`src/rtl/ulsd_pkg.sv`:
```
// Shared constants and state types for the ULPI transceiver digital core.
// Assumes one system clock, with the analog front end retimed onto it.
package ulsd_pkg;
  // ****************************************
  // Line coding
  // ****************************************
  localparam logic [7:0] SYNC_BYTE     = 8'h80;
  localparam logic [2:0] STUFF_RUN     = 3'h6;
  localparam logic [2:0] SYNC_MIN_ZERO = 3'h4;
  localparam logic [2:0] BYTE_LAST     = 3'h7;
  localparam logic [2:0] EOP_SE0_BITS  = 3'h2;
  // ****************************************
  // Link command byte
  // ****************************************
  localparam int         CMD_MSB  = 7;
  localparam int         CMD_LSB  = 6;
  localparam int         ADDR_W   = 6;
  localparam logic [1:0] CMD_TX   = 2'h1;
  localparam logic [1:0] CMD_REGW = 2'h2;
  localparam logic [1:0] CMD_REGR = 2'h3;
  // ****************************************
  // Status byte and pins
  // ****************************************
  localparam int         IRQ_W       = 4;
  localparam int         RXC_LS_LSB  = 0;
  localparam int         RXC_IRQ_LSB = 2;
  localparam int         RXC_EVT_LSB = 6;
  localparam logic [1:0] EVT_IDLE    = 2'h0;
  localparam logic [1:0] EVT_ACTIVE  = 2'h1;
  localparam logic [1:0] EVT_ERROR   = 2'h3;
  localparam logic [1:0] MODE_PAR    = 2'h0;
  localparam logic [1:0] MODE_SER6   = 2'h1;
  localparam logic [1:0] MODE_SER3   = 2'h2;
  localparam logic [IRQ_W+1:0] PIN_RST = {{IRQ_W{1'b0}}, 2'h1};

  typedef enum logic [2:0] {TX_IDLE, TX_DATA, TX_TAIL, TX_EOP} ulsd_tx_state_type;
  typedef enum logic [1:0] {RX_HUNT, RX_DATA} ulsd_rx_state_type;
  typedef enum logic [3:0] {
    C_IDLE, C_TURN_UP, C_RX, C_RXCMD, C_TURN_DN, C_TX, C_REGW, C_REGW_STP, C_RR_DATA
  } ulsd_ctl_state_type;
endpackage : ulsd_pkg

```
`src/rtl/ulsd_serializer.sv`:
```
// Transmit serializer: framing, bit stuffing and NRZI coding, one bit per enabled clock.
// Assumes the caller loads only while rdy_o is high.
module ulsd_serializer import ulsd_pkg::*; (
  input  wire logic       sys_clk_i,
  input  wire logic       arst_n_i,
  input  wire logic       ce_i,
  input  wire logic       clr_i,
  input  wire logic       ld_i,
  input  wire logic [7:0] ld_byte_i,
  input  wire logic       ld_framed_i,
  input  wire logic       end_i,
  output logic            rdy_o,
  output logic            line_o,
  output logic            se0_o,
  output logic            en_o
);
  ulsd_tx_state_type st_q;
  logic [7:0] sh_q, hold_q;
  logic       hold_v_q, framed_q, pkt_framed_q, end_q, line_q, en_q, se0_q;
  logic [2:0] cnt_q, ones_q, ones_nx;
  logic       stuff, take, start;

  assign stuff   = ones_q == STUFF_RUN;
  assign ones_nx = sh_q[0] ? ones_q + 3'h1 : 3'h0;
  // Unframed bytes are consumed at once; framed ones wait behind the sync pattern
  assign start   = (st_q == TX_IDLE) && hold_v_q;
  assign take    = (start && !framed_q) ||
                   ((st_q == TX_DATA) && !stuff && (cnt_q == BYTE_LAST) && hold_v_q);
  assign rdy_o   = !hold_v_q && !end_q;
  assign line_o  = line_q;
  // Enables are registered to frame the line level, which lags its bit by a cycle;
  // otherwise the last payload bit would be hidden under SE0
  assign se0_o   = se0_q;
  assign en_o    = en_q;

  // ****************************************
  // Holding byte
  // ****************************************
  always_ff @(posedge sys_clk_i or negedge arst_n_i) begin
    if (!arst_n_i) begin
      hold_v_q <= 1'b0;
      hold_q   <= 8'h00;
      framed_q <= 1'b0;
    end else if (ce_i) begin
      if (clr_i) begin
        hold_v_q <= 1'b0;
      end else if (ld_i) begin
        hold_v_q <= 1'b1;
        hold_q   <= ld_byte_i;
        framed_q <= ld_framed_i;
      end else if (take) begin
        hold_v_q <= 1'b0;
      end
    end
  end

  // ****************************************
  // Bit engine
  // ****************************************
  always_ff @(posedge sys_clk_i or negedge arst_n_i) begin
    if (!arst_n_i) begin
      st_q         <= TX_IDLE;
      sh_q         <= 8'h00;
      cnt_q        <= 3'h0;
      ones_q       <= 3'h0;
      line_q       <= 1'b1;
      pkt_framed_q <= 1'b0;
      end_q        <= 1'b0;
      en_q         <= 1'b0;
      se0_q        <= 1'b0;
    end else if (ce_i) begin
      // A late end request is kept even while the packet drains
      end_q <= !clr_i && (end_i || (end_q && !((st_q == TX_IDLE) && !hold_v_q)));
      en_q  <= !clr_i && (st_q != TX_IDLE);
      se0_q <= !clr_i && (st_q == TX_EOP) && (cnt_q < EOP_SE0_BITS);
      if (clr_i) begin
        st_q   <= TX_IDLE;
        line_q <= 1'b1;
      end else begin
        case (st_q)
          TX_IDLE: begin
            cnt_q  <= 3'h0;
            ones_q <= 3'h0;
            line_q <= 1'b1;
            if (start) begin
              sh_q         <= framed_q ? SYNC_BYTE : hold_q;
              pkt_framed_q <= framed_q;
              st_q         <= TX_DATA;
            end
          end
          TX_DATA: begin
            if (stuff) begin
              line_q <= ~line_q;
              ones_q <= 3'h0;
            end else begin
              line_q <= sh_q[0] ? line_q : ~line_q;
              ones_q <= ones_nx;
              sh_q   <= {1'b0, sh_q[7:1]};
              cnt_q  <= cnt_q + 3'h1;
              if (cnt_q == BYTE_LAST) begin
                if (hold_v_q) begin
                  sh_q <= hold_q;
                end else if (ones_nx == STUFF_RUN) begin
                  st_q <= TX_TAIL;
                end else begin
                  st_q <= pkt_framed_q ? TX_EOP : TX_IDLE;
                end
              end
            end
          end
          TX_TAIL: begin
            // Last byte ended on a run of ones; its stuff bit precedes the end
            line_q <= ~line_q;
            ones_q <= 3'h0;
            cnt_q  <= 3'h0;
            st_q   <= pkt_framed_q ? TX_EOP : TX_IDLE;
          end
          TX_EOP: begin
            line_q <= 1'b1;
            cnt_q  <= cnt_q + 3'h1;
            if (cnt_q == EOP_SE0_BITS) begin
              st_q <= TX_IDLE;
            end
          end
          default: st_q <= TX_IDLE;
        endcase
      end
    end
  end
endmodule : ulsd_serializer

```
`src/rtl/ulsd_ulpi_phy.sv`:
```
// ULPI interface controller with receive deserializer, for a USB transceiver core.
// Assumes the link shares sys_clk_i; line inputs come retimed from the clock recovery.
module ulsd_ulpi_phy import ulsd_pkg::*; (
  input  wire logic             sys_clk_i,
  input  wire logic             arst_n_i,
  input  wire logic             ce_i,
  input  wire logic             chip_select_powerdown_n_i,
  input  wire logic             vio_present_i,
  input  wire logic [1:0]       serial_mode_i,
  input  wire logic             bus_pulldown_en_i,
  input  wire logic [7:0]       ulpi_data_i,
  output logic      [7:0]       ulpi_data_o,
  output logic      [7:0]       ulpi_data_oe_n_o,
  output logic                  ulpi_dir_o,
  output logic                  ulpi_nxt_o,
  input  wire logic             ulpi_stp_i,
  output logic                  ulpi_float_o,
  output logic                  ulpi_pulldown_o,
  input  wire logic             line_rx_i,
  input  wire logic             line_rx_se0_i,
  input  wire logic             line_rx_active_i,
  output logic                  line_tx_o,
  output logic                  line_tx_se0_o,
  output logic                  line_tx_en_o,
  input  wire logic [IRQ_W-1:0] irq_src_i,
  input  wire logic [IRQ_W-1:0] irq_en_i,
  output logic      [ADDR_W-1:0] reg_addr_o,
  output logic      [7:0]       reg_wdata_o,
  output logic                  reg_we_o,
  output logic                  reg_re_o,
  input  wire logic [7:0]       reg_rdata_i,
  output logic                  regulator_off_o,
  output logic                  powerdown_o
);
  function automatic logic [1:0] cmd_kind(input logic [7:0] b);
    cmd_kind = b[CMD_MSB:CMD_LSB];
  endfunction : cmd_kind

  localparam int NSYNC = IRQ_W + 2;
  logic [NSYNC-1:0] pin_s1_q, pin_s2_q, pin_s3_q, pin_q, agree;
  logic pd_mode, serial, clr;

  // ****************************************
  // Pin synchronisers
  // ****************************************
  assign agree = ~(pin_s2_q ^ pin_s3_q);
  always_ff @(posedge sys_clk_i or negedge arst_n_i) begin
    if (!arst_n_i) begin
      pin_s1_q <= PIN_RST;
      pin_s2_q <= PIN_RST;
      pin_s3_q <= PIN_RST;
      pin_q    <= PIN_RST;
    end else if (ce_i) begin
      pin_s1_q <= {irq_src_i, vio_present_i, chip_select_powerdown_n_i};
      pin_s2_q <= pin_s1_q;
      pin_s3_q <= pin_s2_q;
      pin_q    <= (pin_q & ~agree) | (pin_s3_q & agree);
    end
  end

  assign pd_mode         = pin_q[0] || !pin_q[1];
  assign regulator_off_o = pd_mode;
  assign powerdown_o     = pd_mode;
  assign ulpi_float_o    = pin_q[0];
  assign ulpi_pulldown_o = bus_pulldown_en_i && !pin_q[0];
  assign serial          = serial_mode_i != MODE_PAR;
  assign clr             = pd_mode || serial;

  // ****************************************
  // Receive deserializer
  // ****************************************
  ulsd_rx_state_type rx_st_q;
  logic [7:0] rx_sh_q, rx_byte_q;
  logic [2:0] rx_cnt_q, rx_ones_q, rx_zero_q;
  logic       rx_prev_q, rx_dec, rx_byte_v_q, rx_pkt_q, rx_err_q, rx_take;
  logic       err_set, err_clr, byte_set;

  assign rx_dec = line_rx_i == rx_prev_q;
  always_comb begin
    err_set  = 1'b0;
    err_clr  = 1'b0;
    byte_set = 1'b0;
    if (!clr && rx_st_q == RX_HUNT) begin
      err_clr = line_rx_active_i && rx_dec && (rx_zero_q >= SYNC_MIN_ZERO);
    end else if (!clr) begin
      if (!line_rx_active_i) begin
        err_set = 1'b1;
      end else if (line_rx_se0_i) begin
        err_set = rx_cnt_q != 3'h0;
      end else if (rx_ones_q == STUFF_RUN) begin
        err_set = rx_dec;
      end else if (rx_cnt_q == BYTE_LAST) begin
        byte_set = 1'b1;
        err_set  = rx_byte_v_q && !rx_take;
      end
    end
  end

  always_ff @(posedge sys_clk_i or negedge arst_n_i) begin
    if (!arst_n_i) begin
      rx_st_q     <= RX_HUNT;
      rx_sh_q     <= 8'h00;
      rx_byte_q   <= 8'h00;
      rx_cnt_q    <= 3'h0;
      rx_ones_q   <= 3'h0;
      rx_zero_q   <= 3'h0;
      rx_prev_q   <= 1'b1;
      rx_byte_v_q <= 1'b0;
      rx_pkt_q    <= 1'b0;
      rx_err_q    <= 1'b0;
    end else if (ce_i) begin
      rx_prev_q   <= line_rx_i;
      rx_err_q    <= err_set || (rx_err_q && !err_clr);
      rx_byte_v_q <= byte_set || (rx_byte_v_q && !rx_take);
      if (byte_set) begin
        rx_byte_q <= {rx_dec, rx_sh_q[7:1]};
      end
      if (clr || !line_rx_active_i) begin
        rx_st_q   <= RX_HUNT;
        rx_pkt_q  <= 1'b0;
        rx_zero_q <= 3'h0;
      end else if (rx_st_q == RX_HUNT) begin
        // Sync pattern is consumed here and never reaches the link
        if (!rx_dec) begin
          rx_zero_q <= (rx_zero_q == SYNC_MIN_ZERO) ? rx_zero_q : rx_zero_q + 3'h1;
        end else if (err_clr) begin
          rx_st_q   <= RX_DATA;
          rx_pkt_q  <= 1'b1;
          rx_cnt_q  <= 3'h0;
          rx_ones_q <= 3'h1;
        end else begin
          rx_zero_q <= 3'h0;
        end
      end else if (line_rx_se0_i || err_set && !byte_set) begin
        rx_st_q   <= RX_HUNT;
        rx_pkt_q  <= 1'b0;
        rx_zero_q <= 3'h0;
      end else if (rx_ones_q == STUFF_RUN) begin
        rx_ones_q <= 3'h0;
      end else begin
        rx_sh_q   <= {rx_dec, rx_sh_q[7:1]};
        rx_cnt_q  <= rx_cnt_q + 3'h1;
        rx_ones_q <= rx_dec ? rx_ones_q + 3'h1 : 3'h0;
      end
    end
  end

  // ****************************************
  // Status byte
  // ****************************************
  logic [7:0] rxcmd, last_rxcmd_q;
  logic [1:0] evt;
  assign evt   = rx_err_q ? EVT_ERROR : (rx_pkt_q ? EVT_ACTIVE : EVT_IDLE);
  always_comb begin
    rxcmd = 8'h00;
    rxcmd[RXC_LS_LSB +: 2]     = {line_rx_se0_i, line_rx_i};
    rxcmd[RXC_IRQ_LSB +: IRQ_W] = pin_q[NSYNC-1:2] & irq_en_i;
    rxcmd[RXC_EVT_LSB +: 2]    = evt;
  end

  // ****************************************
  // Bus controller
  // ****************************************
  ulsd_ctl_state_type st_q, tgt_q;
  logic [7:0] data_q;
  logic       dir_q, nxt_rx_q, cmd_ok, ser_rdy, ser_ld, ser_line, ser_se0, ser_en;
  logic [1:0] kind;

  assign kind    = cmd_kind(ulpi_data_i);
  assign cmd_ok  = (st_q == C_IDLE) && !rx_pkt_q && (ulpi_data_i != 8'h00) &&
                   (kind != 2'h0) && ((kind != CMD_TX) || ser_rdy);
  assign rx_take = (st_q == C_RX) && rx_byte_v_q;
  assign ser_ld  = cmd_ok && (kind == CMD_TX) ||
                   (st_q == C_TX) && ser_rdy && !ulpi_stp_i;
  assign ulpi_nxt_o = cmd_ok || (st_q == C_REGW) || nxt_rx_q ||
                      ((st_q == C_TX) && ser_rdy && !ulpi_stp_i);

  always_ff @(posedge sys_clk_i or negedge arst_n_i) begin
    if (!arst_n_i) begin
      st_q         <= C_IDLE;
      tgt_q        <= C_RX;
      dir_q        <= 1'b0;
      nxt_rx_q     <= 1'b0;
      data_q       <= 8'h00;
      last_rxcmd_q <= 8'h00;
      reg_addr_o   <= '0;
      reg_wdata_o  <= 8'h00;
      reg_we_o     <= 1'b0;
      reg_re_o     <= 1'b0;
    end else if (ce_i) begin
      reg_we_o <= 1'b0;
      reg_re_o <= 1'b0;
      nxt_rx_q <= 1'b0;
      if (clr) begin
        st_q  <= C_IDLE;
        dir_q <= 1'b0;
      end else begin
        case (st_q)
          C_IDLE: begin
            if (rx_pkt_q) begin
              dir_q <= 1'b1;
              tgt_q <= C_RX;
              st_q  <= C_TURN_UP;
            end else if (cmd_ok) begin
              reg_addr_o <= ulpi_data_i[ADDR_W-1:0];
              if (kind == CMD_TX) begin
                st_q <= C_TX;
              end else if (kind == CMD_REGW) begin
                st_q <= C_REGW;
              end else begin
                reg_re_o <= 1'b1;
                dir_q    <= 1'b1;
                tgt_q    <= C_RR_DATA;
                st_q     <= C_TURN_UP;
              end
            end else if (rxcmd != last_rxcmd_q) begin
              dir_q <= 1'b1;
              tgt_q <= C_RXCMD;
              st_q  <= C_TURN_UP;
            end
          end
          C_TURN_UP: begin
            data_q <= (tgt_q == C_RR_DATA) ? reg_rdata_i : rxcmd;
            if (tgt_q != C_RR_DATA) begin
              last_rxcmd_q <= rxcmd;
            end
            st_q <= tgt_q;
          end
          C_RX: begin
            if (rx_byte_v_q) begin
              data_q   <= rx_byte_q;
              nxt_rx_q <= 1'b1;
            end else if (rx_pkt_q) begin
              data_q       <= rxcmd;
              last_rxcmd_q <= rxcmd;
            end else begin
              data_q       <= rxcmd;
              last_rxcmd_q <= rxcmd;
              st_q         <= C_RXCMD;
            end
          end
          C_RXCMD, C_RR_DATA: begin
            dir_q <= 1'b0;
            st_q  <= C_TURN_DN;
          end
          C_TURN_DN: st_q <= C_IDLE;
          C_TX: begin
            if (ulpi_stp_i) begin
              st_q <= C_IDLE;
            end
          end
          C_REGW: begin
            reg_wdata_o <= ulpi_data_i;
            reg_we_o    <= 1'b1;
            st_q        <= C_REGW_STP;
          end
          C_REGW_STP: begin
            if (ulpi_stp_i) begin
              st_q <= C_IDLE;
            end
          end
          default: st_q <= C_IDLE;
        endcase
      end
    end
  end

  ulsd_serializer u_ser (
    .sys_clk_i   (sys_clk_i),
    .arst_n_i    (arst_n_i),
    .ce_i        (ce_i),
    .clr_i       (clr),
    .ld_i        (ser_ld),
    .ld_byte_i   ((st_q == C_IDLE) ? {~ulpi_data_i[3:0], ulpi_data_i[3:0]} : ulpi_data_i),
    .ld_framed_i ((st_q == C_IDLE) && (ulpi_data_i[3:0] != 4'h0)),
    .end_i       ((st_q == C_TX) && ulpi_stp_i),
    .rdy_o       (ser_rdy),
    .line_o      (ser_line),
    .se0_o       (ser_se0),
    .en_o        (ser_en)
  );

  // ****************************************
  // Pin muxing and serial modes
  // ****************************************
  // Serial modes bypass the serializer: the link drives line state on the data pins
  always_comb begin
    ulpi_data_o      = data_q;
    ulpi_data_oe_n_o = {8{!(dir_q && st_q != C_TURN_UP)}};
    ulpi_dir_o       = dir_q;
    line_tx_o        = ser_line;
    line_tx_se0_o    = ser_se0;
    line_tx_en_o     = ser_en;
    if (serial) begin
      ulpi_dir_o       = 1'b0;
      line_tx_en_o     = ulpi_data_i[0];
      line_tx_o        = ulpi_data_i[1];
      line_tx_se0_o    = ulpi_data_i[2];
      ulpi_data_o      = {2'h0, line_rx_se0_i, line_rx_i, |rxcmd[RXC_IRQ_LSB +: IRQ_W], 3'h0};
      ulpi_data_oe_n_o = 8'hf7;
      if (serial_mode_i == MODE_SER6) begin
        ulpi_data_oe_n_o = 8'hc7;
      end else if (serial_mode_i == MODE_SER3 && !ulpi_data_i[0]) begin
        ulpi_data_o[2:1] = {line_rx_se0_i, line_rx_i};
        ulpi_data_oe_n_o = 8'hf1;
      end
    end
    if (pin_q[0]) begin
      ulpi_data_oe_n_o = 8'hff;
    end
  end
endmodule : ulsd_ulpi_phy

```
`config.mk`:
```
export PLATFORM = sky130hd
export DESIGN_NAME = ulsd_ulpi_phy
export DESIGN_NICKNAME = d
export VERILOG_FILES = /design/src/rtl/ulsd_pkg.sv /design/src/rtl/ulsd_serializer.sv /design/src/rtl/ulsd_ulpi_phy.sv
export SDC_FILE = /design/constraint.sdc
export NUM_CORES = 1
export LEC_CHECK = 0
export BUFFER_PORTS_ARGS = -buffer_cell sky130_fd_sc_hd__clkbuf_2
export CAP_MARGIN = 0
export CORE_AREA = 3 3 152 95
export DETAILED_ROUTE_END_ITERATION = 7
export DIE_AREA = 0 0 155 98
export PLACE_DENSITY = 0.7
export SLEW_MARGIN = 5
export SYNTH_ARGS = -nofsm -noshare
export SYNTH_HDL_FRONTEND = slang
export SYNTH_HIERARCHICAL = 1
export SYNTH_SLANG_ARGS = --single-unit
```
`constraint.sdc`:
```
create_clock -name sys_clk_i -period 2 [get_ports sys_clk_i]
set_clock_uncertainty 0.1 [all_clocks]
set_input_delay 0.1 -clock sys_clk_i [delete_from_list [all_inputs] [get_ports sys_clk_i]]
set_output_delay 0.1 -clock sys_clk_i [all_outputs]
set_load 0.01 [all_outputs]
```
==> impl_metrics.toml, run 1 <==
[outcome]
outcome = "finished with violations"
violations = "negative setup slack"

[synth]
synth-edff-count = 0
synth_area_leaders = "dfrtp_1 (45%), mux2_2 (11%), ha_1 (4.2%)"
ys_ff_latch = 124
synth_seq_area_share_pct = 47.8
synth_top_area_share_pct = 45.0
yosysUniqueCellTypes = 74
synth.avg_cell_area_um2 = 10.4
synthesis.nets = 686
synthCells = 628
ys_async_sr_fraction_pct = 100
yosys.area.top_type = "dfrtp_1"
synth_area_um2 = 6510
yosysWarnings = 6
synth_flop_cell = "dfrtp_1"

[global_routing]
antenna_found_initial = 0
grt-ovfl-total = 0
grt_pass1_wl_um = 29200
grt_pass1_vias = 5762
track_usage_pct = 23.9
grt_max_degree = 72

[detailed_routing]
avgViaCountPerCell = 5.92
routed_wl_um = 19500
vias = 5896
wl_per_cell_um = 19.6
top_layer = "met4"
drtIter0Drc = 655
wl_met3_um = 1310
met1Wirelength_um = 8450
drtPass1Iterations = 5
routed-wl-met2_um = 9360
ant_nets = 0
drc = 0

[sta]
slew_viol_final = 0
slew_headroom_pct = 50.4
rsz0062_at_grt = "true"
fin_crit_ps = 2200
final-setup-viol-count = 53
setup_slack_ps = -199
hold_viol = 0
max_slew.worst_pin.slew_ps = 736
fmaxAchievable_mhz = 455
min_period_over_period_pct = 110

[final_layout]
fin_nets = 871
syn2layout_area_growth_pct = 41.0
final-seq-area_um2 = 3110
final-instance-count-excl-fill = 996
fin_util_pct = 71.0
final_layout_size_suffix_gt1_share_pct = 42.9
multi_input_area_um2 = 3600
n_fill_cell = 832
n_antenna_cell = 0

[placement]
port_buffers = 76
dp_cells = 900
hpwl_um = 11500
gp_congestion = 0.900

[worst_setup_path]
reg2reg_depth = 6
reg2reg_to = "rx_ones_q[1]"
arrival_ps = 2430
critical_path_class = "reg2reg"
r2r_start = "st_q[0]"
start_kind = "flip-flop"
worstSetupEndpointType = "flip-flop"
crit_required_ps = 2230
r2r_slack_ps = -200
cp_max_fo = 7

[floorplan]
io_pins = 77
die_area_um2 = 15200
core_area_um2 = 12900
die_w_um = 155
rows = 32
initial_utilization_pct = 50.3
die_y_um = 98

[cts]
cts_buffers = 17
cts_sinks = 124
cts.path.max_buffers = 2
cts_tree = "built"
cts.clk_slew.worst_paths_ps = 60
cts_max_level = 4
cts-root-buf = "clkbuf_16"
clk_latency_ps = 420

[power]
leakagePower_nw = 4.26
peakVddDrop_v = 0.000654
p_per_area_nw_per_um2 = 909
power_w = 0.00834

[flow_run]
maxCapViolations = 0

[worst_hold_path]
hold_class = "in2async"
[worst max path at each step]
| stage | from | to | slack [ps] | cells after the start |
|---|---|---|---|---|
| 6_report | st_q[0] | rx_ones_q[1] | -200 | 6 |
| 3_3_place_gp | rx_cnt_q[0] | rx_ones_q[2] | -40 | 7 |
| 5_1_grt | st_q[0] | rx_ones_q[1] | -260 | 6 |
| 3_5_place_dp | flip-flop | rx_ones_q[2] | -110 | 7 |
| 4_1_cts | st_q[0] | ulpi_data_oe_n_o[4] | -180 | 8 |
| 2_1_floorplan | flip-flop | u_ser/sh_q[3] | -90 | 10 |
[logic make-up after synthesis]
group / synth area share, %
simple gates: 14.4
compound gates: 16.8
flops: 47.8
buf+inv: 4.35
mux: 11.2
fa+ha+maj: 4.23
xor+xnor: 1.21
[metrics by stage]
step                      setup WS (ps)  cell area, um^2  hold WS (ps)  setup TNS (ps)
after floorplan                   -91.2             6550          -296            -874
after global routing               -256             9180          40.9           -7440
after global placement            -36.8             7460          -100           -82.5
final                              -199             9180          1.07           -4690
after detailed placement           -110             7460         -94.0            -693
after CTS                          -178             8580          5.59           -3410
[synthesized netlist by cell type (all sizes together) (4+ instances only)]
master,n
dfrtp,117
mux2,62
nand2,62
o21ai,50
nor2,38
a21oi,34
inv,34
ha,22
clkbuf,20
nand3,18
buf,11
o31ai,11
nand2b,9
a22oi,8
and3,8
o22ai,8
and2,7
dfstp,7
nor3,7
nor2b,6
a21o,5
o41ai,5
xor2,5
a22o,4
a32o,4
nor4,4
xnor2,4
[report_power, final]
part | leakage [nW] | internal [W] | switching (W) | total [W]
clock network | 0.281 | 0.00178 | 0.00119 | 0.00298
registers | 1.62 | 0.00288 | 0.000316 | 0.00319
logic | 2.36 | 0.00108 | 0.00109 | 0.00217
[critical path, stage by stage (launching register included)]
cell	delay (ps)
dfrtp_1	420
buf_6	130
or4b_4	520
a32oi_4	240
a221oi_4	150
or3_4	390
o31ai_4	170
[per-layer routing]
metal | vias to the layer above | GRT usage [%]
li1 | 2648 | -
met1 | 2934 | 33.3
met2 | 276 | 37.4
met3 | 38 | 5.40
met4 | 0 | 7.39
met5 | - | 0
[layout by cell type (no fill, tap or decap), drive strengths merged, types with 9 or more instances in the layout]
cell	instances
dfrtp	117
buf	103
clkbuf	87
nand2	62
mux2	62
o21ai	50
nor2	38
inv	36
a21oi	34
dlygate4sd3	27
ha	22
nand3	18
o31ai	11
nand2b	9
[flip-flops by register name, summed over array words and instances, names as in the netlist, 4 cells and up, named ones only]
| register | cells |
|---|---|
| data_q | 8 |
| last_rxcmd_q | 8 |
| pin_s1_q | 6 |
| pin_s2_q | 6 |
| pin_s3_q | 6 |
| reg_addr_o | 6 |
| reg_wdata_o | 8 |
| rx_byte_q | 8 |
| rx_sh_q | 7 |
| st_q | 4 |
| u_ser/hold_q | 8 |
| u_ser/sh_q | 8 |
[final cells by class]
cell class,instances,share of cell area (%)
clock inverters,12,1.24
flip-flops and latches,124,33.9
clock buffers,20,4.98
inverters,34,1.42
multi-input cells,439,39.2
repair buffers,197,16.9
well taps,170,2.32
[timing repair]
| action | 4_1_cts | 5_1_grt |
|---|---|---|
| endpoints found under the hold margin | 156 | 0 |
| hold buffers | 27 | 0 |
| buffers inserted | 15 | 19 |
| pin swaps | 15 | 25 |
| gates cloned | 0 | 5 |
| gates resized for setup | 36 | 112 |
| setup endpoints to repair | 27 | 89 |
Power figures use the tool's default switching activity.
==> run 2: changes to the inputs <==
Settings changed: PLACE_DENSITY 0.7 to 0.67.
Clock period 2 ns to 2.4 ns, I/O delays scaled along.
==> run 2 against run 1 <==
Net effect:
- the flow now finishes without violations
- total power decreased by 25%
- worst hold slack improved by 10 ps
- sequential power shrank 18%
- global-route usage fell by 1.8 points
==> impl_metrics.toml, run 2 (synthesis gave the netlist of run 1 again) <==
[outcome]
outcome = "finished, final reports clean"

[floorplan]
die_w_um = 155
io_pins = 77
rows = 32
core_area_um2 = 12900
die_y_um = 98
die_area_um2 = 15200
initial_utilization_pct = 50.3

[placement]
port_buffers = 76
hpwl_um = 11500
placed_area_um2 = 7210
gp_congestion = 0.907

[cts]
cts_buffers = 17
clk_latency_ps = 410
cts.path.max_buffers = 2
cts_tree = "built"
cts_setup_buffers = 0
cts-root-buf = "clkbuf_16"
cts_sinks = 124
cts_max_level = 4
cts.clk_slew.worst_paths_ps = 50

[final_layout]
final_common_cell = "dfrtp_1"
n_fill_cell = 1052
final_cell_area_um2 = 8050
n_antenna_cell = 0
fin_util_pct = 62.2
layout_common_cells = "dfrtp_1 (117), clkbuf_2 (73), nand2_1 (62), mux2_2 (62), o21ai_0 (42)"
syn2layout_area_growth_pct = 23.7
final_layout_size_suffix_gt1_share_pct = 31.2
fin_nets = 807

[sta]
rsz0062_at_grt = "true"
min_period_over_period_pct = 96.7
setup_tns_ps = 0
max_slew.worst_pin.slew_ps = 1020
final-setup-viol-count = 0
slew_viol_final = 0
fin_crit_ps = 2320
slew_headroom_pct = 31.7
fmaxAchievable_mhz = 431
hold_viol = 0

[worst_setup_path]
crit_top_cell = "buf_4"
cp_max_fo = 15
slowest_delay_ps = 380
worstSetupEndpointType = "primary output"
slowest_stage = "dfrtp_1"
critical_path_class = "reg2out"
r2r_slack_ps = 80
start_kind = "flip-flop"
crit_required_ps = 2180
worstPathCellList = "buf_4 > nor4b_2 > buf_4 > nand2b_1 > a21o_1 > or2_2 > clkbuf_2"
arrival_ps = 2100

[flow_run]
maxCapViolations = 0

[power]
p_per_area_nw_per_um2 = 777
peakVddDrop_v = 0.000545
power_w = 0.00625
leakagePower_nw = 3.75

[detailed_routing]
wl_per_cell_um = 17.5
drc = 0
ant_nets = 0
avgViaCountPerCell = 5.70
routed_wl_um = 16300
drtIter0Drc = 376
vias = 5310
drtPass1Iterations = 5

[global_routing]
antenna_found_initial = 0
grt_pass1_wl_um = 27000
grt_max_degree = 50
grt_pass1_vias = 5352
track_usage_pct = 22.1
grt-ovfl-total = 0

[worst_hold_path]
hold_class = "in2reg"
-- run 2: cell count changes in the layout (fill, tap and decap cells not counted), sizes merged --
cell / before / now
buf: 103 / 35
clkbuf: 87 / 92
dlygate4sd3: 27 / 24
clkinv: 8 / 10
bufinv: 1 / 0
dlymetal6s4s: 0 / 1
-- run 2: through the flow --
stage	std cells	hold slack, ps	setup slack, ps
6_report	932	11.2	79.2
4_1_cts	934	6.17	5.81
3_5_place_dp	877	-2.01	28.7
3_3_place_gp	877	-3.23	138
2_1_floorplan	628	-276	201
5_1_grt	932	55.0	-39.0
-- run 2: critical path, delay by kind of cell, from the launching register on --
kind | cells | cell delay (ps)
buffers and inverters | 3 | 480
flip-flops | 1 | 380
AND/OR/NAND/NOR | 3 | 640
AO/OA/AOI/OAI | 1 | 200
-- run 2: what timing repair did --
action / in CTS / in global routing
gates resized for setup: 1 / 15
hold endpoints to repair: 113 / 0
hold buffers: 25 / 0
pin swaps: 0 / 3
setup endpoints to repair: 4 / 23
-- run 2: power breakdown --
| part | internal [W] | switching, W | leakage [nW] |
|---|---|---|---|
| sequential | 0.00240 | 0.000235 | 1.62 |
| clock | 0.00135 | 0.000965 | 0.267 |
| combinational | 0.000588 | 0.000720 | 1.86 |
-- run 2: layer usage --
layer | vias to the layer above | global-route usage (%) | routed length, um
met4 | 0 | 4.88 | 121
li1 | 2507 | - | -
met3 | 12 | 5.40 | 1240
met2 | 194 | 33.2 | 7200
met1 | 2597 | 32.5 | 7760
met5 | - | 0 | 0
-- run 2: worst paths after layout --
path	from	to	depth (start not counted)
hold reg to reg	data_q[5]	data_q[5]	2
setup / recovery	st_q[0]	ulpi_data_oe_n_o[4]	7
hold / removal	serial_mode_i[1]	st_q[3]	4
setup reg to reg	st_q[1]	u_ser/hold_q[7]	7
min in group asynchronous	arst_n_i	reg_addr_o[3]	2
max in group asynchronous	arst_n_i	async pin	3
-- run 2: area by class of cell --
type	instances	area (um^2)	area share [%]
well taps	170	213	2.64
repair buffers	133	897	11.1
multi-input cells	439	3160	39.3
inverters	34	128	1.59
clock inverters	13	93.8	1.17
clock buffers	19	443	5.50
flip-flops and latches	124	3110	38.7
==> run 3: changes to the inputs <==
Settings changed: CORE_AREA 3 3 152 95 to 3 3 91 157, DIE_AREA 0 0 155 98 to 0 0 94 160, REMOVE_ABC_BUFFERS set to 1.
==> run 3 against run 2 <==
Net effect:
- die area down 0.99%
- cell area up 0.40%
- combinational power barely moved
- sequential cell count is the same
- register-to-register slack improved by 40 ps
- sequential share of layout area decreased by 0.16 points
- non-clock buffer count up 1
- clock power up 8%
- maximum frequency increased by 1.5%
- cell count is 0.21% higher
==> impl_metrics.toml, run 3 (synthesis gave the netlist of run 1 again) <==
[worst_setup_path]
worstPathCellList = "dlygate4sd3_1 > clkbuf_2 > inv_1 > ha_1 > nor2_2 > o21a_1 > buf_4 > nand3_1 > a211oi_1 > or3_1 > clkbuf_2"
reg2reg_to = "reg_wdata_o[2]"
crit_end = "ulpi_nxt_o"
cp_max_fo = 8
arrival_ps = 2070
r2r_slack_ps = 120
crit_top_cell = "clkbuf_2"
start_kind = "input pin"
crit_path_start = "ulpi_data_i[6]"
slowest_stage = "dlygate4sd3_1"
worstSetupEndpointType = "primary output"
reg2reg_depth = 5
slowest_delay_ps = 520
crit_required_ps = 2180
critical_path_class = "in2out"

[final_layout]
n_antenna_cell = 0
final-instance-count-excl-fill = 934
final_layout_size_suffix_gt1_share_pct = 31.2
final_common_cell = "dfrtp_1"
n_fill_cell = 1095
final_cell_area_um2 = 8080
layout_common_cells = "dfrtp_1 (117), clkbuf_2 (74), mux2_2 (62), nand2_1 (61), o21ai_0 (42)"
fin_nets = 808
syn2layout_area_growth_pct = 24.2
multi_input_area_um2 = 3150
final-seq-area_um2 = 3110

[outcome]
outcome = "finished, final reports clean"

[worst_hold_path]
hold_depth = 4
hold_class = "in2reg"

[sta]
slew_headroom_pct = 52.0
fin_crit_ps = 2290
rsz0062_at_grt = "true"
slew_viol_final = 0
min_period_over_period_pct = 95.2
fmaxAchievable_mhz = 438
max_slew.worst_pin.slew_ps = 720
hold_viol = 0
setup_slack_ps = 114
final-setup-viol-count = 0

[placement]
gp_congestion = 0.912
port_buffers = 76
dp_slack_ps = 51.4
placed_area_um2 = 7220
dp_cells = 878
hpwl_um = 12100

[detailed_routing]
drtPass1Iterations = 4
vias = 5285
avgViaCountPerCell = 5.66
routed_wl_um = 16500
wl_per_cell_um = 17.6
drc = 0
ant_nets = 0
drtIter0Drc = 233

[floorplan]
core_area_um2 = 13100
rows = 55
initial_utilization_pct = 49.8
die_area_um2 = 15000
die_y_um = 160
io_pins = 77
die_w_um = 94

[cts]
cts_setup_buffers = 0
clk_latency_ps = 410
cts_buffers = 17
cts-root-buf = "clkbuf_16"
cts.clk_slew.worst_paths_ps = 60
cts_tree = "built"
cts_sinks = 124
cts_max_level = 4
cts.path.max_buffers = 2

[global_routing]
grt_pass1_vias = 5627
grt-ovfl-total = 0
antenna_found_initial = 0
track_usage_pct = 22.9
grt_max_degree = 53
grt_pass1_wl_um = 27000

[power]
p_per_area_nw_per_um2 = 794
peakVddDrop_v = 0.000581
leakagePower_nw = 3.76
power_w = 0.00642

[flow_run]
maxCapViolations = 0
==> run 3: cell types whose count changed in the layout (fill, tap and decap cells not counted), sizes merged <==
cell and change:
clkbuf -1, inv +6, clkinv -5, bufinv +1
==> run 3: cell type report <==
type	instances	share of cell area, %
repair buffers	134	11.1
clock buffers	17	5.27
multi-input cells	439	39.0
inverters	34	1.58
clock inverters	15	1.89
flip-flops and latches	124	38.5
well taps	171	2.65
==> run 3: worst min path at each step <==
stage	start	endpoint	slack (ps)
after floorplan	arst_n_i	async pin	-280
after global placement	arst_n_i	pin_s2_q[1]	110
after detailed placement	arst_n_i	pin_s2_q[1]	120
after CTS	ce_i	nxt_rx_q	3
after global routing	ce_i	nxt_rx_q	50
final	serial_mode_i[1]	st_q[3]	30
==> run 3: worst max-delay path, delay by kind of cell <==
kind | cells | cell delay (ps)
AOI/OAI and AO/OA | 2 | 340
and+or+nand+nor | 3 | 330
adders and majority gates | 1 | 210
buffers and inverters | 5 | 1050
==> run 3: what timing repair did <==
action | 4_1_cts | 5_1_grt
endpoints found under the setup margin | 4 | 16
hold endpoints to repair | 77 | 0
resized for setup | 1 | 8
hold buffers | 25 | 0
==> run 3: where the power goes <==
| group | internal, W | switching, W | total [W] |
|---|---|---|---|
| sequential | 0.00240 | 0.000224 | 0.00262 |
| combinational | 0.000585 | 0.000727 | 0.00131 |
| clock | 0.00146 | 0.00102 | 0.00249 |
| total | 0.00444 | 0.00198 | 0.00642 |
==> run 3: layer usage <==
layer	wire [um]	global-route usage (%)
met1	6160	23.4
met3	458	4.29
met2	9270	42.8
met5	0	0
met4	571	11.4
==> run 3: metrics by stage <==
stage	utilization, %	hold WS (ps)	TNS [ps]
6_report	61.8	34.8	0
5_1_grt	61.8	52.1	-1.74
4_1_cts	61.6	3.39	0
3_5_place_dp	55.2	117	0
3_3_place_gp	55.2	106	0
2_1_floorplan	-	-276	0
